## config.mk

```make
export PLATFORM = sky130hd
export DESIGN_NAME = rrm_reset_ctrl
export DESIGN_NICKNAME = d
export VERILOG_FILES = /design/src/core/rrm_pkg.sv /design/src/core/rrm_reset_ctrl.sv /design/src/core/rrm_spi_cmd.sv
export SDC_FILE = /design/constraint.sdc
export NUM_CORES = 1
export LEC_CHECK = 0
export BUFFER_PORTS_ARGS = -buffer_cell sky130_fd_sc_hd__buf_2
export CAP_MARGIN = 25
export CORE_ASPECT_RATIO = 1.1
export CORE_UTILIZATION = 51
export CTS_CLUSTER_SIZE = 8
export DETAILED_ROUTE_END_ITERATION = 12
export PLACE_DENSITY_LB_ADDON = 0.05
export RECOVER_POWER = 100
export SYNTH_ARGS = -nofsm -noshare
export SYNTH_HDL_FRONTEND = slang
export SYNTH_SLANG_ARGS = --single-unit
```

## constraint.sdc

```tcl
create_clock -name core_clk -period 2.88 [get_ports core_clk]
set_clock_uncertainty 0.2 [all_clocks]
set_input_delay 0.288 -clock core_clk [delete_from_list [all_inputs] [get_ports core_clk]]
set_output_delay 0.288 -clock core_clk [all_outputs]
set_load 0.1 [all_outputs]
```

## src/core/rrm_pkg.sv

```systemverilog
// Constants shared by the reset and reset-mode control block.
// Assumes a single 25 MHz core clock and a 32-bit AHB-Lite register bus.
package rrm_pkg;

  // Register byte addresses on the AHB-Lite bus.
  localparam logic [7:0] ADDR_CTRL    = 8'h00;
  localparam logic [7:0] ADDR_STATUS  = 8'h04;
  localparam logic [7:0] ADDR_LASTCMD = 8'h08;
  localparam logic [7:0] ADDR_CMD     = 8'h0C;

  // Control register fields and reset value.
  localparam int          CTRL_AFC_EN_BIT = 0;
  localparam logic [31:0] CTRL_RESET      = 32'h0000_0000;

  // Status byte field positions.
  localparam int ST_RESET_BIT  = 0;
  localparam int ST_POR_BIT    = 1;
  localparam int ST_NORMAL_BIT = 2;
  localparam int ST_GLITCH_BIT = 3;
  localparam int ST_AFC_LSB    = 4;
  localparam int AFC_W         = 4;

  // Serial command words.
  localparam logic [15:0] CMD_SW_RESET    = 16'hFE00;
  localparam logic [7:0]  CMD_FIFO_MODE_HI = 8'hC8;
  localparam int          CMD_MODE_BIT    = 0;
  localparam logic [4:0]  SPI_WORD_BITS   = 5'h10;

  // Reset event timing.
  localparam int CLK_MHZ          = 25;
  localparam int POR_TIME_US      = 100000;
  localparam int SW_RESET_TIME_US = 250;
  localparam int POR_CYCLES       = POR_TIME_US * CLK_MHZ;
  localparam int SWRST_CYCLES     = SW_RESET_TIME_US * CLK_MHZ;
  localparam int CNT_W            = 22;

  // Reset sequencer states.
  typedef enum logic [1:0] {
    RRM_ST_POR,
    RRM_ST_SWRST,
    RRM_ST_RUN
  } rrm_state_e;

endpackage

```

## src/core/rrm_reset_ctrl.sv

```systemverilog
// Reset sequencer and reset-mode control with an AHB-Lite register slave.
// Assumes a 25 MHz core_clk, synchronous serial pins and a single AHB master.
`timescale 1ns/1ps
module rrm_reset_ctrl
  import rrm_pkg::*;
#(
  parameter int POR_CYC   = POR_CYCLES,
  parameter int SWRST_CYC = SWRST_CYCLES
)(
  // Clock and reset.
  input  wire logic             core_clk,
  input  wire logic             reset_n,
  // AHB-Lite slave.
  input  wire logic             hsel,
  input  wire logic [31:0]      haddr,
  input  wire logic [1:0]       htrans,
  input  wire logic             hwrite,
  input  wire logic [2:0]       hsize,
  input  wire logic [31:0]      hwdata,
  input  wire logic             hready,
  output logic                  hreadyout,
  output logic [31:0]           hrdata,
  output logic                  hresp,
  // Serial command pins.
  input  wire logic             sck,
  input  wire logic             sdi,
  input  wire logic             chip_select_low,
  output logic                  sdo,
  // Analog and receiver status.
  input  wire logic             supply_glitch,
  input  wire logic [AFC_W-1:0] afc_offset,
  input  wire logic             fifo_irq_req,
  // Control outputs.
  output logic                  host_interrupt_low,
  output logic                  chip_reset_active,
  output logic                  glitch_detect_en,
  output logic                  afc_enable
);

  localparam logic [CNT_W-1:0] POR_LOAD   = CNT_W'(POR_CYC - 1);
  localparam logic [CNT_W-1:0] SWRST_LOAD = CNT_W'(SWRST_CYC - 1);

  rrm_state_e       state_ff;
  rrm_state_e       nxt_state;
  logic [CNT_W-1:0] cnt_ff;
  logic [CNT_W-1:0] nxt_cnt;
  logic             normal_ff;
  logic             nxt_normal;
  logic [31:0]      ctrl_ff;
  logic [15:0]      lastcmd_ff;
  logic             reset_active_ff;
  logic             glitch_en_ff;
  logic             hirq_low_ff;
  logic             wr_pend_ff;
  logic [7:0]       wr_addr_ff;
  logic [31:0]      hrdata_ff;
  logic [15:0]      spi_word;
  logic             spi_valid;
  logic             sdo_ff;

  // Sequencer view.
  wire running   = (state_ff == RRM_ST_RUN);
  wire in_reset  = ~running;

  // Bus address phase and data-phase write strobes.
  wire        take_ap = hsel & htrans[1] & hready;
  wire [7:0]  ap_addr = haddr[7:0];
  wire        wr_ctrl = wr_pend_ff & (wr_addr_ff == ADDR_CTRL);
  wire        wr_cmd  = wr_pend_ff & (wr_addr_ff == ADDR_CMD);

  // Commands from the pins win over a same-cycle command written by software.
  wire        cmd_valid = running & (spi_valid | wr_cmd);
  wire [15:0] cmd_word  = spi_valid ? spi_word : hwdata[15:0];

  // Command decode.
  wire mode_cmd    = cmd_valid & (cmd_word[15:8] == CMD_FIFO_MODE_HI);
  wire sw_reset_go = cmd_valid & (cmd_word == CMD_SW_RESET) & ~normal_ff;
  wire glitch_go   = running & supply_glitch & ~normal_ff;

  // Status byte as seen over the bus and on the serial output.
  wire [7:0] status_byte;
  assign status_byte[ST_RESET_BIT]  = reset_active_ff;
  assign status_byte[ST_POR_BIT]    = (state_ff == RRM_ST_POR);
  assign status_byte[ST_NORMAL_BIT] = normal_ff;
  assign status_byte[ST_GLITCH_BIT] = glitch_en_ff;
  assign status_byte[ST_AFC_LSB +: AFC_W] = afc_offset;

  // Read mux for the address phase; unmapped addresses read as zero.
  wire [31:0] rd_mux = (ap_addr == ADDR_CTRL)    ? ctrl_ff :
                       (ap_addr == ADDR_STATUS)  ? {24'h00_0000, status_byte} :
                       (ap_addr == ADDR_LASTCMD) ? {16'h0000, lastcmd_ff} :
                       32'h0000_0000;

  // The serial shifter is held clear for the whole reset event.
  rrm_spi_cmd u_spi (
    .core_clk        (core_clk),
    .reset_n         (reset_n),
    .clear           (in_reset),
    .sck             (sck),
    .sdi             (sdi),
    .chip_select_low (chip_select_low),
    .sdo_ff          (sdo_ff),
    .status_word     ({status_byte, 8'h00}),
    .word_ff         (spi_word),
    .word_valid_ff   (spi_valid)
  );

  // Next state of the sequencer; a glitch while running in sensitive mode restarts the long power-on event.
  always_comb begin
    nxt_state = state_ff;
    nxt_cnt   = cnt_ff;
    case (state_ff)
      RRM_ST_POR, RRM_ST_SWRST: begin
        if (cnt_ff == '0) begin
          nxt_state = RRM_ST_RUN;
        end else begin
          nxt_cnt = cnt_ff - CNT_W'(1);
        end
      end
      RRM_ST_RUN: begin
        if (glitch_go) begin
          nxt_state = RRM_ST_POR;
          nxt_cnt   = POR_LOAD;
        end else if (sw_reset_go) begin
          nxt_state = RRM_ST_SWRST;
          nxt_cnt   = SWRST_LOAD;
        end
      end
      default: begin
        nxt_state = RRM_ST_POR;
        nxt_cnt   = POR_LOAD;
      end
    endcase
  end

  // Sequencer registers; power-up starts a full-length event.
  always_ff @(posedge core_clk or negedge reset_n) begin
    if (!reset_n) begin
      state_ff <= RRM_ST_POR;
      cnt_ff   <= POR_LOAD;
    end else begin
      state_ff <= nxt_state;
      cnt_ff   <= nxt_cnt;
    end
  end

  // Reset mode: any reset event forces sensitive mode back.
  assign nxt_normal = in_reset ? 1'b0 :
                      mode_cmd ? cmd_word[CMD_MODE_BIT] : normal_ff;

  always_ff @(posedge core_clk or negedge reset_n) begin
    if (!reset_n) begin
      normal_ff <= 1'b0;
    end else begin
      normal_ff <= nxt_normal;
    end
  end

  // Software-visible registers are reinitialised by every reset event.
  always_ff @(posedge core_clk or negedge reset_n) begin
    if (!reset_n) begin
      ctrl_ff    <= CTRL_RESET;
      lastcmd_ff <= 16'h0000;
    end else if (in_reset) begin
      ctrl_ff    <= CTRL_RESET;
      lastcmd_ff <= 16'h0000;
    end else begin
      if (wr_ctrl) begin
        ctrl_ff <= hwdata;
      end
      if (cmd_valid) begin
        lastcmd_ff <= cmd_word;
      end
    end
  end

  // Registered outputs; the interrupt is masked one cycle late and can stay asserted in the first cycle of a reset event.
  always_ff @(posedge core_clk or negedge reset_n) begin
    if (!reset_n) begin
      reset_active_ff <= 1'b1;
      glitch_en_ff    <= 1'b1;
      hirq_low_ff     <= 1'b1;
    end else begin
      reset_active_ff <= (nxt_state != RRM_ST_RUN);
      glitch_en_ff    <= ~nxt_normal;
      hirq_low_ff     <= ~(fifo_irq_req & running);
    end
  end

  // Bus slave: zero wait states, writes land in the data phase.
  always_ff @(posedge core_clk or negedge reset_n) begin
    if (!reset_n) begin
      wr_pend_ff <= 1'b0;
      wr_addr_ff <= 8'h00;
      hrdata_ff  <= 32'h0000_0000;
    end else begin
      wr_pend_ff <= take_ap & hwrite;
      wr_addr_ff <= ap_addr;
      if (take_ap && !hwrite) begin
        hrdata_ff <= rd_mux;
      end
    end
  end

  assign hreadyout          = 1'b1;
  assign hresp              = 1'b0;
  assign hrdata             = hrdata_ff;
  assign sdo                = sdo_ff;
  assign host_interrupt_low = hirq_low_ff;
  assign chip_reset_active  = reset_active_ff;
  assign glitch_detect_en   = glitch_en_ff;
  assign afc_enable         = ctrl_ff[CTRL_AFC_EN_BIT];

  // No mode change or software reset is acted on during a reset event.
  property p_cmd_block;
    @(posedge core_clk) disable iff (!reset_n)
      in_reset |-> (!mode_cmd && !sw_reset_go && !cmd_valid) ##1 !spi_valid;
  endproperty
  a_cmd_block: assert property (p_cmd_block)
    else $error("Command acted on during reset.");

  // Leaving any reset event, the mode is sensitive.
  property p_leave_sensitive;
    @(posedge core_clk) disable iff (!reset_n)
      in_reset ##1 running |-> !normal_ff && glitch_detect_en;
  endproperty
  a_leave_sensitive: assert property (p_leave_sensitive)
    else $error("Reset did not end in sensitive mode.");

  // In normal mode glitches are ignored and detection is reported off.
  property p_glitch_off;
    @(posedge core_clk) disable iff (!reset_n)
      (normal_ff && running && supply_glitch) |=> state_ff == RRM_ST_RUN && !glitch_detect_en;
  endproperty
  a_glitch_off: assert property (p_glitch_off)
    else $error("Glitch caused reset in normal mode.");

  // Mode bit written by command shows as normal on the next cycle.
  property p_mode_set;
    @(posedge core_clk) disable iff (!reset_n)
      (mode_cmd && cmd_word[CMD_MODE_BIT]) |=> normal_ff ##1 !glitch_detect_en;
  endproperty
  a_mode_set: assert property (p_mode_set)
    else $error("Mode command did not select normal mode.");

  // Software reset in sensitive mode loads the short event.
  property p_swrst_start;
    @(posedge core_clk) disable iff (!reset_n)
      (running && cmd_valid && cmd_word == CMD_SW_RESET && !normal_ff && !supply_glitch)
        |=> state_ff == RRM_ST_SWRST && cnt_ff == SWRST_LOAD ##1 chip_reset_active;
  endproperty
  a_swrst_start: assert property (p_swrst_start)
    else $error("Software reset did not start.");

  // Software reset in normal mode starts no reset event; the word is still latched as the last command.
  property p_swrst_ignored;
    @(posedge core_clk) disable iff (!reset_n)
      (running && normal_ff && cmd_valid && cmd_word == CMD_SW_RESET)
        |=> running [*2];
  endproperty
  a_swrst_ignored: assert property (p_swrst_ignored)
    else $error("Software reset honoured in normal mode.");

  // From the second cycle of any event the registers hold their initial values.
  property p_reinit;
    @(posedge core_clk) disable iff (!reset_n)
      in_reset |=> ctrl_ff == CTRL_RESET && lastcmd_ff == 16'h0000 && !normal_ff;
  endproperty
  a_reinit: assert property (p_reinit)
    else $error("Registers not reinitialised by reset.");

  // The short event ends exactly when its count runs out.
  property p_swrst_end;
    @(posedge core_clk) disable iff (!reset_n)
      (state_ff == RRM_ST_SWRST && cnt_ff == '0) |=> running ##1 !chip_reset_active;
  endproperty
  a_swrst_end: assert property (p_swrst_end)
    else $error("Software reset length wrong.");

  // A status read returns the AFC offset sampled in its address phase.
  property p_afc_status;
    @(posedge core_clk) disable iff (!reset_n)
      (take_ap && !hwrite && ap_addr == ADDR_STATUS)
        |=> hrdata[ST_AFC_LSB +: AFC_W] == $past(afc_offset);
  endproperty
  a_afc_status: assert property (p_afc_status)
    else $error("Status read lost the AFC offset.");

  // A reset event reports sensitive mode on the status output unless a normal-mode command arrives in the cycle of the glitch that starts it.
  property p_sens_back;
    @(posedge core_clk) disable iff (!reset_n)
      $rose(chip_reset_active) |-> glitch_detect_en;
  endproperty
  a_sens_back: assert property (p_sens_back)
    else $error("Sensitive mode not restored at reset.");

endmodule // rrm_reset_ctrl

```

## src/core/rrm_spi_cmd.sv

```systemverilog
// Serial command shifter: collects 16-bit words framed by chip select.
// Assumes sck, sdi and chip select are already synchronous to core_clk.
`timescale 1ns/1ps
module rrm_spi_cmd
  import rrm_pkg::*;
(
  // Clock and reset.
  input  wire logic        core_clk,
  input  wire logic        reset_n,
  input  wire logic        clear,
  // Serial pins.
  input  wire logic        sck,
  input  wire logic        sdi,
  input  wire logic        chip_select_low,
  output logic             sdo_ff,
  // Word side.
  input  wire logic [15:0] status_word,
  output logic [15:0]      word_ff,
  output logic             word_valid_ff
);

  logic        sck_q_ff;
  logic        cs_q_ff;
  logic [4:0]  cnt_ff;
  logic [15:0] shift_ff;
  logic [15:0] stat_sh_ff;
  wire         cs_fall  = cs_q_ff & ~chip_select_low;
  wire         cs_rise  = ~cs_q_ff & chip_select_low;
  wire         sck_rise = ~sck_q_ff & sck & ~chip_select_low;
  wire         cnt_full = (cnt_ff > SPI_WORD_BITS);
  wire [4:0]   nxt_cnt  = cnt_full ? cnt_ff : cnt_ff + 5'h01;
  // Only an exact word closed by chip select counts; partial frames are dropped.
  wire         word_done = cs_rise & (cnt_ff == SPI_WORD_BITS) & ~clear;

  // Edge history of the serial pins.
  always_ff @(posedge core_clk or negedge reset_n) begin
    if (!reset_n) begin
      sck_q_ff <= 1'b0;
      cs_q_ff  <= 1'b1;
    end else begin
      sck_q_ff <= sck;
      cs_q_ff  <= chip_select_low;
    end
  end

  // Bit counter and input shifter; a clear holds the shifter empty.
  always_ff @(posedge core_clk or negedge reset_n) begin
    if (!reset_n) begin
      cnt_ff   <= 5'h00;
      shift_ff <= 16'h0000;
    end else if (clear || cs_fall) begin
      cnt_ff   <= 5'h00;
      shift_ff <= 16'h0000;
    end else if (sck_rise) begin
      cnt_ff   <= nxt_cnt;
      shift_ff <= {shift_ff[14:0], sdi};
    end
  end

  // Status shifter, loaded when the frame opens, MSB first.
  always_ff @(posedge core_clk or negedge reset_n) begin
    if (!reset_n) begin
      stat_sh_ff <= 16'h0000;
      sdo_ff     <= 1'b0;
    end else begin
      if (cs_fall) begin
        stat_sh_ff <= status_word;
      end else if (sck_rise) begin
        stat_sh_ff <= {stat_sh_ff[14:0], 1'b0};
      end
      sdo_ff <= stat_sh_ff[15];
    end
  end

  // Word hand-off, one-cycle strobe.
  always_ff @(posedge core_clk or negedge reset_n) begin
    if (!reset_n) begin
      word_ff       <= 16'h0000;
      word_valid_ff <= 1'b0;
    end else begin
      word_valid_ff <= word_done;
      if (word_done) begin
        word_ff <= shift_ff;
      end
    end
  end

  // A word strobe follows a frame with exactly sixteen clocks.
  property p_whole_word;
    @(posedge core_clk) disable iff (!reset_n)
      word_valid_ff |-> $past(cnt_ff) == SPI_WORD_BITS && $past(chip_select_low);
  endproperty
  a_whole_word: assert property (p_whole_word)
    else $error("Command word taken from a partial frame.");

endmodule // rrm_spi_cmd

```

### Word level (Yosys, flattened, before mapping)

Cells that the tools add are included.

* register bits: 174
* bits in latches: 0
* bits in writable memories: 0
* ROM bits: 0
* input port bits: 83
* output and inout port bits: 39
* logic and storage cells: 99
* memories: 0

* add/subtract/negate cells: 2
* multiply operators: 0
* divide/modulo/power cells: 0
* $lt $le $gt $ge: 1
* eq/ne operators: 14
* shift operators: 0
* mux-type cells: 25
* bitwise operators: 26
* reduce and logical (&&, ||, !) cells: 12

Operator list (count)
* $mux 16: 9
* $mux 32: 3
* $mux 22: 3
* $pmux 22 s2: 1
* $logic_not 22->1: 1
* $sub 22x1->22 const B: 1
* $and 1x1->1: 18
* $eq 16x16->1 const B: 1
* $eq 8x4->1 const B: 2
* $logic_not 8->1: 2
* $mux 5: 3
* $eq 8x3->1 const B: 1
* $eq 8x8->1 const B: 1
* $not 1->1: 7
* $mux 2: 3
* $ne 2x2->1 const B: 3
* $add 5x1->5 const B: 1
* $eq 5x5->1 const B: 1
* $gt 5x5->1 const B: 1
* $ne 2x1->1 const B: 2
* $pmux 2 s2: 1
* $reduce_and 2->1: 2
* $reduce_bool 2->1: 2
* $ne 3x1->1 const B: 1
* 9 further kinds: 10

### Longest topological paths before layout

* depth in word-level cells: 10
* mapped depth: 9
* gate-level depth less buffers: 7

### Hierarchy

Synthesis repeated with hierarchy kept, for this count alone.

* cells, all modules: 791
* area, all modules: 8057.7 um^2

By module, submodules not included
* rrm_reset_ctrl: instances 1, cells an instance 568, area an instance 5557.8 um^2, seq. area each 2946.6 um^2
* rrm_spi_cmd: instances 1, cells an instance 223, area an instance 2499.9 um^2, seq. area each 1427.6 um^2

### Least setup slack after synthesis

No wires, ideal clock.

* path type: register -> register
* start: register cnt_ff[0]
* end: register cnt_ff[19]
* library setup time: 0.126 ns
* arrival: 2.690 ns
* data required time: 2.554 ns
* path slack: -0.136 ns
* cell stages (with the launch flop): 10
* path buffers: 2
* period minus slack after synthesis: 3.016 ns
* path through: dfstp_2 inv_1 ha_1 or3b_2 or4_4 buf_6 or3_1 clkbuf_2 and3_1 a221o_1

* word-level cells in the longest chain between the ends: 3

RTL lines
* start, declared: line rrm_reset_ctrl.sv:45 `logic [CNT_W-1:0] cnt_ff;`
* start signal, assigned: line rrm_reset_ctrl.sv:143 `cnt_ff <= nxt_cnt;`
* $sub 22x1->22 / $logic_not 22->1 (equally long branches): line rrm_reset_ctrl.sv:117, rrm_reset_ctrl.sv:114
* $mux 22 / $ne 2x2->1 (equally long branches)
* $pmux 22 s2 / $reduce_and 2->1 (equally long branches)

Several ways; a longest one is shown, not always the timed one. The select of a mux whose other input is x is not followed.
A chain may end at the register's enable or synchronous reset.

### Worst setup path after layout

Ends and elaborated chain as after synthesis.

==> impl_metrics.py <==
metrics = {
    "timing": {
        "fmax_mhz": 365,
        "relSlewSlack_pct": -11.5,
        "tightest_slew_ns": 1.67,
        "maxSlewViolCount": 65,
        "hold_viol": 0,
        "fin_ws_ns": 0.138,
        "finalCritPeriodShare_pct": 95.2,
        "setup_viol": 0,
        "grt_setup_unrepaired": "no",
        "final.min_clock_period_ns": 2.74,
    },
    "placement": {
        "post-place-ws_ns": 0.0700,
        "placed_area_mm2": 0.00813,
        "post-dp-hpwl_um": 12100,
        "gp_congestion": 0.864,
        "port_buffers": 91,
    },
    "power_and_ir_drop": {
        "p_comb_share_pct": 11.1,
        "net-switching-power_mw": 1.40,
        "power.total_mw": 5.31,
        "switching_share_pct": 26.4,
        "peakVddDrop_v": 0.000399,
        "powerDensity_mw_per_mm2": 582,
        "p_clk_share_pct": 43.1,
        "internal_power_mw": 3.91,
        "leakagePower_nw": 3.90,
        "seq_power_share_pct": 45.8,
    },
    "clock_network": {
        "cts_made_buffers": 17,
        "cts_root_buf": "clkbuf_16",
        "cts.sinks": 166,
        "clk_latency_ns": 0.42,
        "tritoncts": "built",
        "htreeDepth": 4,
        "postCtsSetupBuffers": 0,
        "clk_pin_slew_ns": 0.06,
        "cts_buffer_depth": 2,
    },
    "floorplanning": {
        "core.rowCount": 45,
        "start_util_pct": 52.7,
        "fp.coreArea_mm2": 0.0140,
        "die-area_mm2": 0.0149,
        "die_y_um": 128,
        "ios": 122,
        "die_x_um": 117,
    },
    "worst_setup_path": {
        "critPathLaunchType": "flip-flop",
        "arrival_ns": 2.84,
        "crit_path_start": "cnt_ff[0]",
        "r2r-start": "cnt_ff[0]",
        "path_cells": "inv_2 > ha_1 > or3b_4 > or4_4 > or3_4 > and3_1 > a221o_1",
        "crit_family": "simple AND/OR/NAND/NOR gates",
        "path_class": "reg2reg",
        "critical_path_buf_inv_count": 1,
        "cp_max_fo": 7,
        "cp_data_required_time_ns": 2.98,
        "slowest_delay_ns": 0.46,
        "end_kind": "flip-flop",
        "crit_slowest_cell": "or3_4",
    },
    "drt": {
        "drc": 0,
        "wl_per_cell_um": 17.2,
        "dr.pass1.iters": 6,
        "routed_wl_um": 18700,
        "ant_nets": 0,
        "vias_per_cell": 5.66,
        "drt_iter0_markers": 395,
        "vias": 6157,
    },
    "final_layout": {
        "areaGrowthSynthToFinish_pct": 24.0,
        "seqCellArea_mm2": 0.00417,
        "postLayoutCoreUtil_pct": 65.4,
        "drive_gt1_share_pct": 17.0,
        "fin_nets": 973,
        "insertedDiodeCount": 0,
        "fill_cells": 1176,
        "multi_input_area_mm2": 0.00297,
        "stdcell_area_mm2": 0.00913,
    },
    "yosys": {
        "postSynth.asyncResetShare_pct": 100,
        "ys_types": 60,
        "yosysSeqAreaShare_pct": 56.7,
        "syn_nets": 829,
        "synth_ff_type": "dfrtp_1",
        "synth-edff-count": 0,
        "syn_area_per_cell_um2": 9.91,
        "yosys_warnings": 0,
        "syn_inst": 743,
        "ys_ff_latch": 166,
        "synthesis.area_mm2": 0.00736,
    },
    "job": {
        "maxCapViolations": 1,
    },
    "worst_hold_path": {
        "hold_path.class": "in2reg",
        "min_from": "afc_offset[3]",
    },
    "global_routing": {
        "grt_pass1_wl_um": 30300,
        "grt_start_max_net_pins": 66,
        "grt_pass1_vias": 6024,
        "grt.total_usage_pct": 26.8,
        "antenna_found_initial": 0,
        "gr-total-overflow": 0,
    },
    "status": {
        "violations": "capacitance limit, slew limit",
        "status": "complete, but fails checks",
    },
}
-- per-stage QoR --
| step | hold WS, ns | instances | TNS, ns |
|---|---|---|---|
| 4_1_cts | 0.00155 | 1088 | 0 |
| 6_report | 0.0111 | 1088 | 0 |
| 3_5_place_dp | 0.125 | 1006 | 0 |
| 3_3_place_gp | 0.127 | 1006 | 0 |
| 2_1_floorplan | -0.208 | 743 | -0.0157 |
| 5_1_grt | 0.00529 | 1088 | 0 |
-- cells in the final DEF, fill, tap and decap left out, types with 3 or more instances in the layout --
cell type / synthesis / final
a21oi_1: 62 / 62
a221o_1: 5 / 5
a221oi_1: 15 / 15
a22oi_1: 8 / 8
a31oi_1: 3 / 3
and4b_1: 3 / 3
buf_2: 1 / 44
buf_4: 2 / 16
bufinv_16: 0 / 3
clkbuf_1: 35 / 50
clkbuf_16: 0 / 17
clkbuf_2: 1 / 8
clkinv_2: 0 / 5
clkinvlp_4: 0 / 3
dfrtp_1: 150 / 150
dfstp_2: 16 / 16
dlygate4sd3_1: 0 / 50
ha_1: 3 / 3
inv_1: 19 / 18
mux2_2: 18 / 18
mux2i_1: 18 / 18
nand2_1: 167 / 167
nand2b_1: 7 / 7
nand3_1: 19 / 19
nand4_1: 5 / 5
nor2_1: 54 / 53
nor2b_1: 3 / 3
nor3_1: 15 / 14
nor4_1: 12 / 12
nor4b_1: 4 / 4
o211ai_1: 4 / 4
o21ai_0: 15 / 15
o221ai_1: 3 / 3
o2bb2ai_1: 16 / 16
or2_2: 5 / 5
xnor2_1: 7 / 7
-- cells in the mapped netlist (all sizes together) (4+ instances only) --
master	n	area share, %
nand2	167	8.5
clkbuf	36	1.9
or3	4	0.36
mux2	18	2.8
inv	19	0.97
nor2	54	2.8
a21oi	62	4.2
o21ai	16	1.1
dfstp	16	5.7
nor4	12	1.0
buf	7	0.58
nand2b	7	0.59
o211ai	4	0.41
nor4b	4	0.48
nand4	5	0.42
o2bb2ai	16	1.9
a221o	5	0.68
nor3	15	1.0
a22oi	8	0.82
a221oi	15	1.8
nor3b	4	0.41
xnor2	7	0.83
mux2i	18	2.4
dfrtp	150	51
nand3	19	1.3
or2	5	0.42
-- area by class of cell --
type                            instances  area share (%)
Sequential cell                       166            45.7
Multi-Input combinational cell        515            32.5
Timing Repair Buffer                  168            11.9
Clock buffer                           19            4.85
Tap cell                              188            2.58
Clock inverter                         13            1.70
Inverter                               19           0.781
-- metal layers --
layer | vias up | share of wire (%) | GRT usage [%]
met3 | 34 | 4.2 | 5.58
met2 | 186 | 50 | 44.2
met4 | 0 | 2.6 | 10.5
met5 | - | 0 | 0
li1 | 2895 | - | -
met1 | 3042 | 43 | 34.6
-- timing repair --
action                                  4_1_cts  5_1_grt
endpoints found under the hold margin        95        0
endpoints found under the setup margin        0        2
hold buffers                                 50        0
gates resized for setup                       0        1
-- state kept, by name, summed over array words and instances (netlist names), 2 cells and up --
register / cells
wr_addr_ff: 8
u_spi.shift_ff: 16
u_spi.word_ff: 16
state_ff: 2
u_spi.stat_sh_ff: 8
u_spi.cnt_ff: 5
cnt_ff: 22
hrdata: 32
lastcmd_ff: 16
ctrl_ff: 32
-- power by group through the flow --
stage	Clock [mW]	Sequential [mW]	Combinational (mW)
global route	2.44	2.44	0.622
floorplan	0	2.74	0.0983
global placement	0	2.47	0.550
detailed placement	0	2.47	0.553
finish	2.29	2.43	0.589
CTS	2.33	2.43	0.606
-- worst register-to-register path, cell delays in order (launching register included) --
cell     delay [ns]
dfstp_2        0.38
inv_2          0.08
ha_1           0.19
or3b_4         0.42
or4_4          0.43
or3_4          0.46
and3_1         0.18
a221o_1        0.28
-- cell families (layout without fill, tap and decap cells) --
| logic type | count (synthesis) | count (layout) | share of synthesized area (%) |
|---|---|---|---|
| AOI/OAI and AO/OA | 153 | 153 | 14.0 |
| xor gates and xnor gates | 9 | 9 | 1.07 |
| adders and majority gates | 3 | 3 | 0.510 |
| buffers and inverters | 62 | 219 | 3.40 |
| DFF | 166 | 166 | 56.7 |
| muxes | 36 | 36 | 5.20 |
| other | 2 | 2 | 0.102 |
| and+or+nand+nor | 312 | 312 | 19.1 |
-- final timing paths --
| check | endpoint | slack (ns) | depth (start not counted) |
|---|---|---|---|
| max | cnt_ff[19] | 0.14 | 7 |
| min | u_spi.stat_sh_ff[15] | 0.01 | 3 |
| max reg2reg | cnt_ff[19] | 0.14 | 7 |
| min reg2reg | u_spi.sdo_ff | 0.20 | 0 |
| max in group asynchronous | lastcmd_ff[8] | 0.60 | 3 |
| min in group asynchronous | cnt_ff[20] | 0.66 | 2 |
No activity file was read; power rests on OpenSTA's default activity.
